<file path="src/pkg/dswc_defs.svh">
// register offsets, field positions, reset values and timing counts of the deep sleep wake block
`ifndef DSWC_DEFS_SVH
`define DSWC_DEFS_SVH
// byte addresses
`define DSWC_ADDR_CTRL 8'h00
`define DSWC_ADDR_WATCHDOG_CONTROL_REG 8'h04
`define DSWC_ADDR_WAKE_LOW 8'h08
`define DSWC_ADDR_WAKE_HIGH 8'h0c
`define DSWC_ADDR_RETAIN0 8'h10
`define DSWC_ADDR_RETAIN1 8'h14
`define DSWC_ADDR_PINCTL 8'h18
`define DSWC_ADDR_STATE 8'h1c
// control register fields
`define DSWC_CTRL_WDT_EN 2
`define DSWC_CTRL_CLK_SEL 3
`define DSWC_CTRL_PS_LSB 4
`define DSWC_CTRL_CAL_EN 8
`define DSWC_CTRL_EXTERNAL_IRQ_PIN0_EN 9
`define DSWC_CTRL_ULP_EN 10
`define DSWC_CTRL_RESET 11'h000
// watchdog control register: exit flag position
`define DSWC_EXIT_FLAG_BIT 3
// pin control: release bit position
`define DSWC_RELEASE_BIT 0
// wake source index, also capture priority (lowest index wins)
`define DSWC_SRC_MASTER_CLEAR_PIN 0
`define DSWC_SRC_POR 1
`define DSWC_SRC_WDT 2
`define DSWC_SRC_CAL 3
`define DSWC_SRC_EXTERNAL_IRQ_PIN0 4
`define DSWC_SRC_ULP 5
// status low bit positions of each logged source; external_irq_pin0 sits in status high bit 0
`define DSWC_LOW_POR 0
`define DSWC_LOW_MASTER_CLEAR_PIN 2
`define DSWC_LOW_CAL 3
`define DSWC_LOW_WDT 4
`define DSWC_LOW_ULP 5
`define DSWC_HIGH_EXTERNAL_IRQ_PIN0 0
// sleep watchdog: timeout = 2^(base + step*period) source ticks, 2.1 ms .. 25.7 days
`define DSWC_WDT_BASE_SHIFT 6'd6
`define DSWC_WDT_STEP_SHIFT 2
// timing: entry completion and power-on reset sequence
`define DSWC_CLK_MHZ 40
`define DSWC_ENTRY_TIME_NS 200
`define DSWC_POR_TIME_NS 1000
`define DSWC_ENTRY_CYCLES ((`DSWC_ENTRY_TIME_NS * `DSWC_CLK_MHZ + 999) / 1000)
`define DSWC_POR_CYCLES ((`DSWC_POR_TIME_NS * `DSWC_CLK_MHZ + 999) / 1000)
// bus responses
`define DSWC_RESP_OKAY 2'b00
`define DSWC_RESP_SLVERR 2'b10
`endif

</file>
<file path="src/pkg/dswc_pkg.sv">
// types of the deep sleep wake block
package dswc_pkg;
   typedef enum logic [1:0] {DSWC_RUN, DSWC_ENTER, DSWC_SLEEP, DSWC_POR} dswc_state_t;
   typedef logic [5:0] dswc_src_t;
   typedef logic [35:0] dswc_wdt_count_t;
endpackage

</file>
<file path="src/design/dswc_top.sv">
// deep sleep wake control: wake capture, exit reset, sleep watchdog, axi4-lite registers
//
// Behaviour
// - leave deep sleep on clear, power-on, alarm, pin0, watchdog or ulp wake.
// - every exit runs the power-on reset sequence, then fetches the reset vector.
// - exit from deep sleep sets the exit flag, bit 3 of watchdog control.
// - only a firmware write clears the exit flag; hardware never does.
// - both wake status registers clear automatically on each deep sleep entry.
// - wake events are logged only while fully in deep sleep.
// - source during entry: interrupt vector if fully enabled, else abort entry.
// - only the first asserting source is logged; later ones are not.
// - watchdog postscaler from a 4-bit period field, about 2.1 ms to 25.7 days.
// - a clock select bit picks internal rc or timer1 as watchdog clock.
// - watchdog counts only when its enable bit is set.
// - watchdog count clears to zero on every deep sleep entry.
// - pins hold sleep states after wake until firmware clears the release bit.
// - master clear wake releases pins automatically; retention registers keep contents.
//
// Local design decisions: register access over AXI4-Lite and the register offsets.
`timescale 1ns/1ps
`include "dswc_defs.svh"

module dswc_top
   import dswc_pkg::*;
(
   // clock and reset
   input wire logic mclk,
   input wire logic resetn,
   // axi4-lite write channels
   input wire logic [7:0] s_awaddr,
   input wire logic s_awvalid,
   output logic s_awready,
   input wire logic [31:0] s_wdata,
   input wire logic [3:0] s_wstrb,
   input wire logic s_wvalid,
   output logic s_wready,
   output logic [1:0] s_bresp,
   output logic s_bvalid,
   input wire logic s_bready,
   // axi4-lite read channels
   input wire logic [7:0] s_araddr,
   input wire logic s_arvalid,
   output logic s_arready,
   output logic [31:0] s_rdata,
   output logic [1:0] s_rresp,
   output logic s_rvalid,
   input wire logic s_rready,
   // core side
   input wire logic sleep_request,
   input wire logic [5:0] irq_full_en,
   output logic deep_sleep_active,
   output logic por_hold,
   output logic fetch_reset_vector,
   output logic take_irq_vector,
   output logic entry_abort,
   output logic pins_hold,
   // wake sources, levels
   input wire logic master_clear_pin,
   input wire logic power_on_event,
   input wire logic calendar_alarm,
   input wire logic external_irq_pin0,
   input wire logic ultra_low_power_wake,
   // watchdog clock ticks, one-cycle enables
   input wire logic internal_rc_osc,
   input wire logic timer1_crystal_osc
);

   ////////////////////////////////////////////////////////////////////////////
   // declarations
   dswc_state_t state;
   logic [5:0] timer;
   logic [10:0] ctrl;
   logic deep_sleep_exit_flag;
   dswc_src_t wake_log;
   logic [31:0] retention_reg_0;
   logic [31:0] retention_reg_1;
   dswc_wdt_count_t wdt_count;
   dswc_wdt_count_t wdt_limit;
   logic wdt_fire;
   logic wdt_tick;
   logic [5:0] wdt_shift;
   dswc_src_t src_live;
   dswc_src_t src_first;
   logic aw_ok;
   logic w_ok;
   logic ar_ok;
   logic [7:0] aw_addr;
   logic [7:0] ar_addr;
   logic [31:0] w_data;
   logic [3:0] w_strb;
   logic wr_go;
   logic wr_hit;
   logic [31:0] rd_mux;
   logic rd_hit;
   logic entry_done;
   logic log_event;
   logic [31:0] wr_mask;
   logic [7:0] wake_source_status_low;
   logic [7:0] wake_source_status_high;

   ////////////////////////////////////////////////////////////////////////////
   // wake sources and priority pick
   assign src_live[`DSWC_SRC_MASTER_CLEAR_PIN] = master_clear_pin;
   assign src_live[`DSWC_SRC_POR] = power_on_event;
   assign src_live[`DSWC_SRC_WDT] = wdt_fire;
   assign src_live[`DSWC_SRC_CAL] = calendar_alarm & ctrl[`DSWC_CTRL_CAL_EN];
   assign src_live[`DSWC_SRC_EXTERNAL_IRQ_PIN0] = external_irq_pin0 & ctrl[`DSWC_CTRL_EXTERNAL_IRQ_PIN0_EN];
   assign src_live[`DSWC_SRC_ULP] = ultra_low_power_wake & ctrl[`DSWC_CTRL_ULP_EN];
   assign src_first = src_live & (~src_live + 6'h01);
   assign entry_done = (state == DSWC_ENTER) && (src_live == 6'h00) && (timer == 6'h00);
   // capture only in full deep sleep
   assign log_event = (state == DSWC_SLEEP) && (src_live != 6'h00);

   ////////////////////////////////////////////////////////////////////////////
   // power state sequencer
   always_ff @(posedge mclk or negedge resetn) begin
      if (!resetn) begin
         state <= DSWC_RUN;
         timer <= 6'h00;
      end else begin
         unique case (state)
            DSWC_RUN: begin
               if (sleep_request) begin
                  state <= DSWC_ENTER;
                  timer <= 6'(`DSWC_ENTRY_CYCLES - 1);
               end
            end
            DSWC_ENTER: begin
               if (src_live != 6'h00) begin
                  state <= DSWC_RUN;
               end else if (timer == 6'h00) begin
                  state <= DSWC_SLEEP;
               end else begin
                  timer <= timer - 6'h01;
               end
            end
            DSWC_SLEEP: begin
               if (log_event) begin
                  state <= DSWC_POR;
                  timer <= 6'(`DSWC_POR_CYCLES - 1);
               end
            end
            DSWC_POR: begin
               if (timer == 6'h00) begin
                  state <= DSWC_RUN;
               end else begin
                  timer <= timer - 6'h01;
               end
            end
         endcase
      end
   end

   // core side outputs, all registered
   always_ff @(posedge mclk or negedge resetn) begin
      if (!resetn) begin
         deep_sleep_active <= 1'b0;
         por_hold <= 1'b0;
         fetch_reset_vector <= 1'b0;
         take_irq_vector <= 1'b0;
         entry_abort <= 1'b0;
      end else begin
         deep_sleep_active <= entry_done || (state == DSWC_SLEEP && !log_event);
         por_hold <= log_event || (state == DSWC_POR && timer != 6'h00);
         fetch_reset_vector <= (state == DSWC_POR) && (timer == 6'h00);
         take_irq_vector <= (state == DSWC_ENTER) && ((src_first & irq_full_en) != 6'h00);
         entry_abort <= (state == DSWC_ENTER) && (src_live != 6'h00)
            && ((src_first & irq_full_en) == 6'h00);
      end
   end

   ////////////////////////////////////////////////////////////////////////////
   // wake source log
   always_ff @(posedge mclk or negedge resetn) begin
      if (!resetn) begin
         wake_log <= 6'h00;
      end else if (entry_done) begin
         wake_log <= 6'h00;
      end else if (log_event && wake_log == 6'h00) begin
         wake_log <= src_first;
      end
   end

   // flag set on exit; cleared only by firmware, set wins
   always_ff @(posedge mclk or negedge resetn) begin
      if (!resetn) begin
         deep_sleep_exit_flag <= 1'b0;
      end else if (log_event) begin
         deep_sleep_exit_flag <= 1'b1;
      end else if (wr_go && aw_addr == `DSWC_ADDR_WATCHDOG_CONTROL_REG && w_strb[0]
                   && !w_data[`DSWC_EXIT_FLAG_BIT]) begin
         deep_sleep_exit_flag <= 1'b0;
      end
   end

   // pins held from entry until release cleared or a master clear wake
   always_ff @(posedge mclk or negedge resetn) begin
      if (!resetn) begin
         pins_hold <= 1'b0;
      end else if (entry_done) begin
         pins_hold <= 1'b1;
      end else if (log_event && src_first[`DSWC_SRC_MASTER_CLEAR_PIN]) begin
         pins_hold <= 1'b0;
      end else if (wr_go && aw_addr == `DSWC_ADDR_PINCTL && w_strb[0]
                   && !w_data[`DSWC_RELEASE_BIT]) begin
         pins_hold <= 1'b0;
      end
   end

   ////////////////////////////////////////////////////////////////////////////
   // sleep watchdog
   // clock source choice
   assign wdt_tick = ctrl[`DSWC_CTRL_CLK_SEL] ? timer1_crystal_osc : internal_rc_osc;
   assign wdt_shift = `DSWC_WDT_BASE_SHIFT
      + 6'(ctrl[`DSWC_CTRL_PS_LSB +: 4] * `DSWC_WDT_STEP_SHIFT);
   assign wdt_limit = (36'h1 << wdt_shift) - 36'h1;

   always_ff @(posedge mclk or negedge resetn) begin
      if (!resetn) begin
         wdt_count <= 36'h0;
         wdt_fire <= 1'b0;
      end else if (state != DSWC_SLEEP) begin
         wdt_count <= 36'h0;
         wdt_fire <= 1'b0;
      end else if (ctrl[`DSWC_CTRL_WDT_EN] && wdt_tick && !wdt_fire) begin
         wdt_count <= wdt_count + 36'h1;
         wdt_fire <= (wdt_count == wdt_limit);
      end
   end

   ////////////////////////////////////////////////////////////////////////////
   // axi4-lite write path
   assign wr_go = aw_ok && w_ok && !s_bvalid;
   assign wr_hit = (aw_addr == `DSWC_ADDR_CTRL) || (aw_addr == `DSWC_ADDR_WATCHDOG_CONTROL_REG)
      || (aw_addr == `DSWC_ADDR_RETAIN0) || (aw_addr == `DSWC_ADDR_RETAIN1)
      || (aw_addr == `DSWC_ADDR_PINCTL);
   assign wr_mask = {{8{w_strb[3]}}, {8{w_strb[2]}}, {8{w_strb[1]}}, {8{w_strb[0]}}};

   // address and data capture, either order
   always_ff @(posedge mclk or negedge resetn) begin
      if (!resetn) begin
         aw_ok <= 1'b0;
         w_ok <= 1'b0;
         s_awready <= 1'b0;
         s_wready <= 1'b0;
         aw_addr <= 8'h00;
         w_data <= 32'h0;
         w_strb <= 4'h0;
      end else begin
         if (s_awvalid && s_awready) begin
            aw_ok <= 1'b1;
            aw_addr <= s_awaddr;
            s_awready <= 1'b0;
         end else if (wr_go) begin
            aw_ok <= 1'b0;
         end else if (!aw_ok) begin
            s_awready <= 1'b1;
         end
         if (s_wvalid && s_wready) begin
            w_ok <= 1'b1;
            w_data <= s_wdata;
            w_strb <= s_wstrb;
            s_wready <= 1'b0;
         end else if (wr_go) begin
            w_ok <= 1'b0;
         end else if (!w_ok) begin
            s_wready <= 1'b1;
         end
      end
   end

   // write response
   always_ff @(posedge mclk or negedge resetn) begin
      if (!resetn) begin
         s_bvalid <= 1'b0;
         s_bresp <= `DSWC_RESP_OKAY;
      end else if (wr_go) begin
         s_bvalid <= 1'b1;
         s_bresp <= wr_hit ? `DSWC_RESP_OKAY : `DSWC_RESP_SLVERR;
      end else if (s_bready) begin
         s_bvalid <= 1'b0;
      end
   end

   // control and retention registers; retention survives wake
   always_ff @(posedge mclk or negedge resetn) begin
      if (!resetn) begin
         ctrl <= `DSWC_CTRL_RESET;
         retention_reg_0 <= 32'h0;
         retention_reg_1 <= 32'h0;
      end else if (wr_go) begin
         if (aw_addr == `DSWC_ADDR_CTRL) begin
            ctrl <= (ctrl & ~wr_mask[10:0]) | (w_data[10:0] & wr_mask[10:0]);
         end
         if (aw_addr == `DSWC_ADDR_RETAIN0) begin
            retention_reg_0 <= (retention_reg_0 & ~wr_mask) | (w_data & wr_mask);
         end
         if (aw_addr == `DSWC_ADDR_RETAIN1) begin
            retention_reg_1 <= (retention_reg_1 & ~wr_mask) | (w_data & wr_mask);
         end
      end
   end

   ////////////////////////////////////////////////////////////////////////////
   // axi4-lite read path
   always_comb begin
      wake_source_status_low = 8'h00;
      wake_source_status_high = 8'h00;
      wake_source_status_low[`DSWC_LOW_POR] = wake_log[`DSWC_SRC_POR];
      wake_source_status_low[`DSWC_LOW_MASTER_CLEAR_PIN] = wake_log[`DSWC_SRC_MASTER_CLEAR_PIN];
      wake_source_status_low[`DSWC_LOW_CAL] = wake_log[`DSWC_SRC_CAL];
      wake_source_status_low[`DSWC_LOW_WDT] = wake_log[`DSWC_SRC_WDT];
      wake_source_status_low[`DSWC_LOW_ULP] = wake_log[`DSWC_SRC_ULP];
      wake_source_status_high[`DSWC_HIGH_EXTERNAL_IRQ_PIN0] = wake_log[`DSWC_SRC_EXTERNAL_IRQ_PIN0];
      rd_hit = 1'b1;
      rd_mux = 32'h0;
      unique case (ar_addr)
         `DSWC_ADDR_CTRL: rd_mux = {21'h0, ctrl};
         `DSWC_ADDR_WATCHDOG_CONTROL_REG: rd_mux = {28'h0, deep_sleep_exit_flag, 3'h0};
         `DSWC_ADDR_WAKE_LOW: rd_mux = {24'h0, wake_source_status_low};
         `DSWC_ADDR_WAKE_HIGH: rd_mux = {24'h0, wake_source_status_high};
         `DSWC_ADDR_RETAIN0: rd_mux = retention_reg_0;
         `DSWC_ADDR_RETAIN1: rd_mux = retention_reg_1;
         `DSWC_ADDR_PINCTL: rd_mux = {31'h0, pins_hold};
         `DSWC_ADDR_STATE: rd_mux = {30'h0, state};
         default: rd_hit = 1'b0;
      endcase
   end

   // address capture and data return
   always_ff @(posedge mclk or negedge resetn) begin
      if (!resetn) begin
         ar_ok <= 1'b0;
         ar_addr <= 8'h00;
         s_arready <= 1'b0;
         s_rvalid <= 1'b0;
         s_rdata <= 32'h0;
         s_rresp <= `DSWC_RESP_OKAY;
      end else begin
         if (s_arvalid && s_arready) begin
            ar_ok <= 1'b1;
            ar_addr <= s_araddr;
            s_arready <= 1'b0;
         end else if (ar_ok && !s_rvalid) begin
            ar_ok <= 1'b0;
            s_rvalid <= 1'b1;
            s_rdata <= rd_mux;
            s_rresp <= rd_hit ? `DSWC_RESP_OKAY : `DSWC_RESP_SLVERR;
         end else if (!ar_ok && !s_rvalid) begin
            s_arready <= 1'b1;
         end
         if (s_rvalid && s_rready) begin
            s_rvalid <= 1'b0;
         end
      end
   end

endmodule

</file>
<file path="config.mk">
export PLATFORM = sky130hd
export DESIGN_NAME = dswc_top
export DESIGN_NICKNAME = d
export VERILOG_FILES = /design/src/pkg/dswc_pkg.sv /design/src/design/dswc_top.sv
export VERILOG_INCLUDE_DIRS = /design/src /design/src/pkg
export SDC_FILE = /design/constraint.sdc
export NUM_CORES = 1
export LEC_CHECK = 0
export ABC_AREA = 1
export BUFFER_PORTS_ARGS = -buffer_cell sky130_fd_sc_hd__buf_2
export CAP_MARGIN = 5
export CORE_ASPECT_RATIO = 0.7
export CORE_MARGIN = 2
export CORE_UTILIZATION = 53
export CTS_CLUSTER_SIZE = 28
export DETAILED_ROUTE_END_ITERATION = 6
export PLACE_DENSITY = 0.73
export SLEW_MARGIN = 20
export SYNTH_ARGS = -nofsm -noshare
export SYNTH_HDL_FRONTEND = slang
export SYNTH_SLANG_ARGS = --single-unit
</file>
<file path="constraint.sdc">
create_clock -name mclk -period 2.3 [get_ports mclk]
set_input_delay 0.69 -clock mclk [delete_from_list [all_inputs] [get_ports mclk]]
set_output_delay 0.69 -clock mclk [all_outputs]
set_load 0.1 [all_outputs]
</file>
Yosys cells after proc, flatten, opt, wreduce, memory -nomap -nowiden. Cells that the tools add are included.

Register bits: 229. Input port bits: 73. Output and inout port bits: 47.

$add $sub $neg: 5. Eq/ne operators: 27. Shifts and indexed selects: 1. Muxes and demuxes: 46. Bitwise operators: 17. Reductions and logical operators: 71.

Operators by type and width (number): case mux 32 bit (8 select lines) (1); AND 32 bit (3); two-way mux 36 bit (2); bitwise OR 32 bit (2); equality test 8 x 5 -> 1 bit, second input constant (7); adder 36 x 1 -> 36 bit, second input constant (1); equality test 36 bit (1); two-way mux 6 bit (6); << shifter 1 x 6 -> 36 bit, first input constant (1); subtractor 36 x 1 -> 36 bit, second input constant (1); inverter 32 bit (1); two-way mux 1 bit (28); logical AND 1 bit (27); logical NOT 6 bit (4); case mux 6 bit (4 select lines) (1); AND 11 bit (2); nonzero test 2 bit (9); nonzero test 6 bit (3); equality test 8 x 3 -> 1 bit, second input constant (2); equality test 8 x 4 -> 1 bit, second input constant (2); logical NOT 8 bit (2); AND reduction 2 bit (8); two-way mux 2 bit (7); AND 6 bit (2); 21 further kinds (44).

Longest topological paths before layout. Gate-level depths: netlist (run 1).

Depth in word-level cells: 8. Depth in mapped cells: 14.

Least setup slack after synthesis (run 1). No wires, ideal clock.

Path type: register to register. Start point: reg s_arready. End point: reg s_rdata[13]. Library setup time: 68 ps. Arrival time: 2141 ps. Setup slack: 91 ps. Stages on the path, launching flop included: 9. Buffers on the path: 2. Clock period less this slack: 2209 ps. Cell sequence: dfrtp_1 -> nand2_1 -> inv_1 -> nor3_4 -> inv_1 -> buf_2 -> clkbuf_1 -> nand2_1 -> nand2_1.

Cells in the longest elaborated chain, start to end: 3.

RTL lines: start, declared (line dswc_top.sv:43) `output logic s_arready,`; start signal, assigned (line dswc_top.sv:335) `s_arready <= 1'b0;`; start signal, assigned (line dswc_top.sv:343) `s_arready <= 1'b0;`; start signal, assigned (line dswc_top.sv:350) `s_arready <= 1'b1;`; logical AND 1 bit (line dswc_top.sv:340) `if (s_arvalid && s_arready) begin`; inverter 1 bit (no source line); AND reduction 2 bit (no source line); end signal, assigned (line dswc_top.sv:347) `s_rdata <= rd_mux;`; end, declared (line dswc_top.sv:44) `output logic [31:0] s_rdata,`.

No other way between the ends. A chain may end at the register's enable or synchronous reset.

Final worst setup path (run 1).
Start point: reg s_bvalid. End point: out s_bvalid.

RTL lines: start, declared (line dswc_top.sv:38) `output logic s_bvalid,`; start signal, assigned (line dswc_top.sv:275) `s_bvalid <= 1'b0;`; start signal, assigned (line dswc_top.sv:278) `s_bvalid <= 1'b1;`; start signal, assigned (line dswc_top.sv:281) `s_bvalid <= 1'b0;`.

No word-level cell between the ends.

==> metrics, run 1 <==
CTS tree=yes; core area=20600 um2; Congestion Overflow GR=0; Ys Warns=0; most instantiated cells after synthesis=nand2_1 (473), dfrtp_1 (227), o21ai_0 (171); setup ws final=0.206 ns; Initial DRC Count=1023; leak pwr=6.45 nW; Distinct cells, synth=45; DR WL/cell=16.3 um; std cell rows=44; Worst path top cell family by delay=buffers and inverters; CP arrival=1.40 ns; Clock Path Buffers=3; share of cells above drive strength 1=14.3%; VDD IR max=0.726 mV; TritonCTS Buffers=23; Clock Latency Late Sink=0.53 ns; final standard cell area without fillers=12900 um2; DRC viols=0; critical path's slowest cell=buf_2; drt first pass iters=7; Detail Placement HPWL=21800 um; ys flop type=dfrtp_1; Non-Filler Instances=1838; Post-Place Setup Slack=-0.0294 ns; pwr/cell area=1020 nW/um2; placed cell area=12200 um2; root buf cell=clkbuf_16; Final Util=62.8%; Post-Synthesis Cell Area=11100 um2; Worst Hold Class=in2async; Post-synth EDFFs=0; Seq/Total Area, Yosys=51.3%; first-pass GRT wire length=49000 um; switching share of power=37.8%; fin crit period=2.09 ns; Sink Count=227; Die Span Y=125 um; Routed Antenna Nets=0; pin count of the biggest net entering global routing=62; outcome=completed; CP Buf/Inv Count=1; DIE AREA=22100 um2; count leader, synth=nand2_1; Reg power frac=42.2%; Clk network pwr share=29.3%; initial core utilization=53.7%; Final period util=91.0%; final WL=30000 um; clock-pin slew on the worst setup and hold paths=0.06 ns; Via density=5.44; input/output buffers=117; area grow syn2layout=16.8%; die width=177 um; synthesized area per cell=7.86 um2; vias=9998; Worst Skew=0.0100 ns; Slew HR=65.3%; Final setup violation count=0; Filler Cell Count=1830; crit-path max cell delay=0.45 ns; Syn Inst Count=1408; fraction of registers with async set/reset=100%; kind of critical path=reg2out; Worst EP required=1.61 ns; GPL Wtd Cong=0.936; combinational share of power=28.5%; diode count=0; placed insts=1800; highest clock rate=478 MHz; maxcap violations=0; vias in the first global route=9313; GR Util All Layers=27.7%; #FFs+latches synth=227; worst slew pin tran=0.515 ns; CP Capture Type=output pin; RSZ-0062 raised after global routing=no; critical-path cell list=buf_2; Nets=1625; Max Slew Vio Count=0; crit start category=flop; cell accounting for the most synthesized area=dfrtp_1; final hold viol count=0; Power Total=13.1 mW; post-synth top area share=51.3%; worst-path maximum fanout=3; Ports=120; Synth area leaders=dfrtp_1 (51%), nand2_1 (16%), o21ai_0 (7.7%), inv_1 (5.2%), nand3_1 (3.4%); Post-CTS Setup Inserts=0; Internal Power=8.17 mW; H-Tree Depth=1; antenna violations before repair=1; sw power=4.96 mW
[power groups by stage]
stage / combinational, mW / clock (mW) / sequential, mW
after global routing: 4.23 / 4.07 / 5.64
after CTS: 3.74 / 3.89 / 5.52
final: 3.75 / 3.85 / 5.54
after floorplan: 2.13 / 0 / 6.05
after detailed placement: 3.71 / 0 / 5.57
after global placement: 3.63 / 0 / 5.54
[final cells by class]
class                   instances  area [um2]  area share (%)
clock buffers                  31         666            5.15
clock inverters                 7         104           0.803
inverters                     156         586            4.53
multi-input cells             983        4580            35.4
flip-flops and latches        227        5680            43.9
well taps                     276         345            2.67
repair buffers                158         966            7.47
[cells in the final DEF, fill, tap and decap left out, types with 3 or more instances in the layout]
cell type	n
nor2_1	86
nand3_1	75
nand3b_1	4
buf_4	36
or2_2	3
nor3_2	4
inv_1	153
dfrtp_1	227
conb_1	4
nor3_1	24
a22o_1	23
nand2_1	473
nor2_4	3
buf_12	5
buf_2	116
o2111ai_1	3
nand2_2	4
ha_1	3
nor4_1	8
o21ai_0	171
inv_2	3
a21oi_1	25
xor2_1	6
clkbuf_16	23
nor2_2	6
nand4_1	33
clkbuf_8	6
o22ai_1	4
clkinv_2	3
[metal layers]
metal	global-route usage (%)	wire length, um	up-vias
met5	0	9	-
met4	5.10	534	2
met3	5.59	2350	42
met2	39.0	12300	376
met1	44.4	14800	4745
li1	-	-	4833
[logic make-up (layout without fill, tap and decap cells)]
group / Yosys count / count (layout) / share of synthesized area, %
other: 2 / 4 / 0.0679
flip-flops: 227 / 227 / 51.3
XOR/XNOR: 6 / 6 / 0.475
AO/OA/AOI/OAI: 237 / 237 / 11.9
adder cells (fa/ha/maj): 3 / 3 / 0.339
AND/OR/NAND/NOR: 733 / 733 / 28.5
buffers and inverters: 200 / 352 / 7.37
[path summary, 6_finish.rpt]
| kind | from | endpoint | slack (ns) | cells after the start |
|---|---|---|---|---|
| max | s_bvalid$_DFFE_PN0P_ | s_bvalid | 0.21 | 1 |
| min | resetn | ar_addr[0]$_DFFE_PN0P_ | 0.04 | 1 |
| max reg2reg | flop | wdt_fire$_DFFE_PN0P_ | 0.29 | 12 |
| min reg2reg | s_rdata[12]$_DFFE_PN0P_ | s_rdata[12]$_DFFE_PN0P_ | 0.48 | 2 |
| max in group asynchronous | resetn | wdt_count[4]$_DFFE_PN0P_ | 1.49 | 2 |
| min in group mclk | s_bready | s_bvalid$_DFFE_PN0P_ | 0.33 | 2 |
[through the flow]
stage	TNS [ns]	hold WS [ns]
3_5_place_dp	-0.0294	0.460
3_3_place_gp	0	0.459
5_1_grt	0	0.0523
6_report	0	0.0386
4_1_cts	0	0.0385
2_1_floorplan	0	0.394
[repair_timing]
item,CTS,global route
endpoints found under the hold margin,0,0
endpoints found under the setup margin,0,1
gates resized for setup,0,1
hold buffers,0,0
(Power assumes the default switching activity.)
==> inputs of run 2 (changes only) <==
Settings changed: CORE_ASPECT_RATIO 0.7 to 1.1.
==> run 2 against run 1 <==
  * Register-to-register slack better by 0.04 ns
  * Cell count is 0.82% lower
  * Fmax fell by 0.98%
  * Flip-flop and latch count unchanged
  * Clock power is 20% higher
  * Global-route usage up 0.31 points
  * Critical path depth is the same
  * Critical endpoint is now s_rvalid
  * Sequential power about the same
  * Combinational power about the same
  * Largest power group unchanged
==> metrics, run 2 (synthesis gave the netlist of run 1 again) <==
Final period util=91.9% (+0.90 points); fin crit period=2.11 ns (+0.0207 ns); initial core utilization=54.0% (+0.22 points); share of cells above drive strength 1=14.6% (+0.28 points); crit start category=flop; clock-pin slew on the worst setup and hold paths=0.06 ns (about the same); setup ws final=0.186 ns (-0.0207 ns); Internal Power=8.77 mW (+7.4%); leak pwr=6.52 nW (+1.1%); Final Util=63.8% (+1.0 points); TritonCTS Buffers=25 (+8.7%); area grow syn2layout=18.3%; vias=10000 (+0.21%); Clk network pwr share=33.3% (+4.0 points); Clock Path Buffers=3 (unchanged); worst reg-to-reg path cell count=11 (-1); worst-path maximum fanout=3 (unchanged); pin count of the biggest net entering global routing=61 (-1.6%); std cell rows=55 (+25%); H-Tree Depth=1 (unchanged); CP Capture Type=output pin; input/output buffers=117 (unchanged); root buf cell=clkbuf_16; final hold viol count=0 (unchanged); crit-path max cell delay=0.46 ns (about the same); Congestion Overflow GR=0 (unchanged); DIE AREA=22000 um2 (about the same); most common cell after layout, fill and taps aside=nand2_1; Hold-fix buffers, CTS=0 (unchanged); Reg power frac=39.8% (-2.4 points); placed cell area=12100 um2 (-0.25%); Sink Count=227 (unchanged); critical-path cell list=buf_2; VDD IR max=1.17 mV (+61%); die width=142 um (-20%); Routed Antenna Nets=0 (unchanged); CP arrival=1.42 ns (+0.02 ns); core area=20500 um2 (-0.40%); Worst path top cell family by delay=buffers and inverters; Via density=5.50 (+1.0%); maxcap violations=0 (unchanged); Clock Latency Late Sink=0.55 ns (+0.02 ns); worst slew pin tran=0.536 ns (+0.0203 ns); switching share of power=36.8% (-0.96 points); RSZ-0062 raised after global routing=no; combinational share of power=26.9% (-1.6 points); Slew HR=64.0% (-1.4 points); Worst Hold Class=in2async; DR WL/cell=16.5 um (+1.0%); final standard cell area without fillers=13100 um2 (+1.2%); sw power=5.11 mW (+3.0%); Worst EP required=1.61 ns (about the same); placed insts=1776 (-1.3%); CTS tree=yes; outcome=completed; Ports=120 (unchanged); Initial DRC Count=765 (-25%); Die Span Y=156 um (+25%); Final setup violation count=0 (unchanged); antenna violations before repair=1 (unchanged); drt first pass iters=7 (unchanged); Detail Placement HPWL=21600 um (-0.75%); Worst Skew=0.00900 ns (-0.00100 ns); Max Slew Vio Count=0 (unchanged); kind of critical path=reg2out; CP Buf/Inv Count=1 (unchanged); GPL Wtd Cong=0.951 (+1.6%); Post-Place Setup Slack=0.00100 ns (+0.0304 ns); final setup TNS=0 ns (unchanged); Non-Filler Instances=1823 (-0.82%); post-CTS sizing=0 (unchanged); final WL=30000 um (+0.17%); vias in the first global route=9853 (+5.8%); Post-CTS Setup Inserts=0 (unchanged); Hold Slack=0.0485 ns (+0.00998 ns); highest clock rate=473 MHz (-0.98%); GR Util All Layers=28.0% (+0.31 points); most frequent cells in the layout=nand2_1 (473), dfrtp_1 (227), o21ai_0 (171), inv_1 (153), buf_2 (116); first-pass GRT wire length=49200 um (+0.37%); CP Depth=1 (unchanged); critical path's slowest cell=buf_2; DRC viols=0 (unchanged); pwr/cell area=1060 nW/um2 (+4.5%); Power Total=13.9 mW (+5.7%); Nets=1623 (-0.12%)
-- run 2: layout make-up --
type                            instances  area, um2
Clock inverter                         19        307
Antenna cell                            1       2.50
Sequential cell                       227       5680
Tap cell                              256        320
Clock buffer                           27        653
Timing Repair Buffer                  154        961
Inverter                              156        586
Multi-Input combinational cell        983       4580
Fill cell                            1808       7420
-- run 2: power groups by stage --
stage	Clock [mW]	Combinational (mW)	Sequential, mW
finish	4.62	3.74	5.52
global route	4.83	4.18	5.63
CTS	4.70	3.74	5.51
detailed placement	0	3.71	5.57
global placement	0	3.63	5.53
floorplan	0	2.13	6.05
-- run 2: layer usage --
metal  GRT usage, %  share of wire, %  vias to the layer above
li1               -                 -                     4843
met1           34.9                40                     4738
met2           48.4                49                      329
met3           3.50               4.9                      109
met4           13.9               5.7                        0
met5              0                 0                        -
-- run 2: path summary, 6_finish.rpt --
kind	start	to	slack, ns
worst max-delay path	s_rvalid$_DFFE_PN0P_	s_rvalid	0.19
worst min-delay path	resetn	wdt_count[28]$_DFFE_PN0P_	0.05
worst max register to register	wdt_count[0]$_DFFE_PN0P_	wdt_count[31]$_DFFE_PN0P_	0.33
worst min register to register	s_rdata[4]$_DFFE_PN0P_	s_rdata[4]$_DFFE_PN0P_	0.47
max in group asynchronous	resetn	w_data[10]$_DFFE_PN0P_	1.60
min in group mclk	s_bready	s_bvalid$_DFFE_PN0P_	0.32
==> inputs of run 3 (changes only) <==
Settings changed: CORE_MARGIN 2 to 1.
==> run 3 against run 2 <==
  * Sequential share of layout area grew 0.46 points
  * Sequential power is essentially flat
  * Register-to-register slack is essentially flat
  * Flip-flop and latch count is the same
  * Clock skew is essentially flat
  * Critical path type unchanged
  * Largest cell class unchanged
  * Largest power group unchanged
==> metrics, run 3 (synthesis gave the netlist of run 1 again) <==
worst slew pin tran=0.586 ns (+0.0502 ns); Filler Cell Count=1806 (-0.11%); input/output buffers=117 (unchanged); Final Util=63.1% (-0.66 points); Clock Latency Late Sink=0.51 ns (-0.04 ns); antenna violations before repair=0 (-1); final setup TNS=0 ns (unchanged); GRT met3 Usage=3.30% (-0.20 points); combinational share of power=28.5% (+1.6 points); most common cell after layout, fill and taps aside=nand2_1; DIE AREA=21500 um2 (-2.7%); post-CTS sizing=0 (unchanged); pwr/cell area=1010 nW/um2 (-4.4%); Detail Placement HPWL=22000 um (+1.4%); diode count=0 (-1); RSZ-0062 raised after global routing=no; Worst path top cell family by delay=buffers and inverters; CP Depth=1 (unchanged); critical path startpoint=s_rvalid$_DFFE_PN0P_; vias=10000 (-0.030%); Final period util=89.5% (-2.4 points); first-pass GRT wire length=48800 um (-0.64%); pin count of the biggest net entering global routing=68 (+11%); root buf cell=clkbuf_16; Nets=1624 (+0.062%); area grow syn2layout=17.0%; CTS tree=yes; Post-CTS Setup Inserts=0 (unchanged); die width=140 um (-1.4%); Initial DRC Count=856 (+12%); maxcap violations=0 (unchanged); drt first pass iters=5 (-2); kind of critical path=reg2out; placed insts=1778 (+0.11%); crit-path max cell delay=0.45 ns (about the same); critical path's slowest cell=buf_2; Worst setup endpoint=s_rvalid; switching share of power=37.1% (+0.25 points); Max Slew Vio Count=0 (unchanged); critical-path cell list=buf_2; Power Total=13.1 mW (-5.4%); r2r endpoint=timer[3]$_DFFE_PN0P_; Hold-fix buffers, CTS=0 (unchanged); Worst Skew=0.00947 ns (+0.000469 ns); final hold viol count=0 (unchanged); Worst EP required=1.61 ns (about the same); met2 Usage GRT=48.8% (+0.38 points); std cell rows=55 (unchanged); Routed Antenna Nets=0 (unchanged); Congestion Overflow GR=0 (unchanged); GR Util met1=35.5% (+0.55 points); fin crit period=2.06 ns (-0.0555 ns); Most Used Layer, Global Route=met2; highest clock rate=486 MHz (+2.7%); DR WL/cell=16.4 um (-0.19%); Non-Filler Instances=1819 (-0.22%); Clk network pwr share=29.5% (-3.8 points); worst reg-to-reg path cell count=12 (+1); Slew HR=60.6% (-3.4 points); CP Capture Type=output pin; FF/Latch Area=5680 um2 (unchanged); vias in the first global route=9809 (-0.45%); initial core utilization=54.0% (unchanged); CP arrival=1.37 ns (-0.05 ns); VDD IR max=0.812 mV (-31%); H-Tree Depth=1 (unchanged); most frequent cells in the layout=nand2_1 (473), dfrtp_1 (227), o21ai_0 (171), inv_1 (153), buf_2 (116); Worst Hold Class=in2async; TritonCTS Buffers=24 (-4.0%); CP Buf/Inv Count=1 (unchanged); sw power=4.87 mW (-4.8%); DRC viols=0 (unchanged); clock-pin slew on the worst setup and hold paths=0.06 ns (about the same); reg2reg start=timer[0]$_DFFE_PN0P_; Die Span Y=154 um (-1.3%); worst-path maximum fanout=3 (unchanged); Reg power frac=42.0% (+2.2 points); crit start category=flop; Sink Count=227 (unchanged); final WL=29900 um (-0.41%); outcome=completed; core area=20500 um2 (unchanged); Final setup violation count=0 (unchanged); Via density=5.51 (+0.19%); GPL Wtd Cong=0.983 (+3.4%); Worst R2R Setup Slack=0.32 ns (about the same); GR Util All Layers=28.6% (+0.62 points); Ports=120 (unchanged); share of cells above drive strength 1=14.0% (-0.61 points); leak pwr=6.46 nW (-0.96%); multi-input combinational cell area=4580 um2 (unchanged); Internal Power=8.26 mW (-5.8%); Clock Path Buffers=3 (unchanged)
[run 3: final cells by class]
class                   count  share of cell area, %
repair buffers            156                   7.73
multi-input cells         983                   35.3
clock inverters             5                  0.609
flip-flops and latches    227                   43.9
inverters                 156                   4.52
clock buffers              36                   5.46
well taps                 256                   2.47
[run 3: how the worst min path moves through the flow]
stage | startpoint | to | depth (start not counted)
final | resetn | ar_ok$_DFFE_PN0P_ | 1
after global routing | resetn | ar_ok$_DFFE_PN0P_ | 1
after CTS | resetn | ar_ok$_DFFE_PN0P_ | 1
after detailed placement | s_rdata[19]$_DFFE_PN0P_ | s_rdata[19]$_DFFE_PN0P_ | 2
after global placement | flop | flop | 2
after floorplan | resetn | async pin | 0
[run 3: through the flow]
step,hold slack (ns),worst slack (ns),area [um2]
2_1_floorplan,0.394,0.0912,11100
3_3_place_gp,0.457,0.0995,12200
3_5_place_dp,0.460,0.0180,12200
4_1_cts,0.136,0.224,12900
5_1_grt,0.156,0.0978,12900
6_report,0.111,0.241,12900
[run 3: layer usage]
layer / share of wire, % / wire length [um]
met1: 41 / 12300
met3: 3.8 / 1150
met2: 49 / 14700
met5: 0 / 0
met4: 5.8 / 1720
[run 3: power groups by stage]
stage	sequential [mW]	clock, mW	combinational (mW)
2_1_floorplan	6.05	0	2.13
3_3_place_gp	5.53	0	3.62
5_1_grt	5.62	4.08	4.15
4_1_cts	5.51	3.92	3.74
3_5_place_dp	5.57	0	3.71
6_report	5.52	3.87	3.74
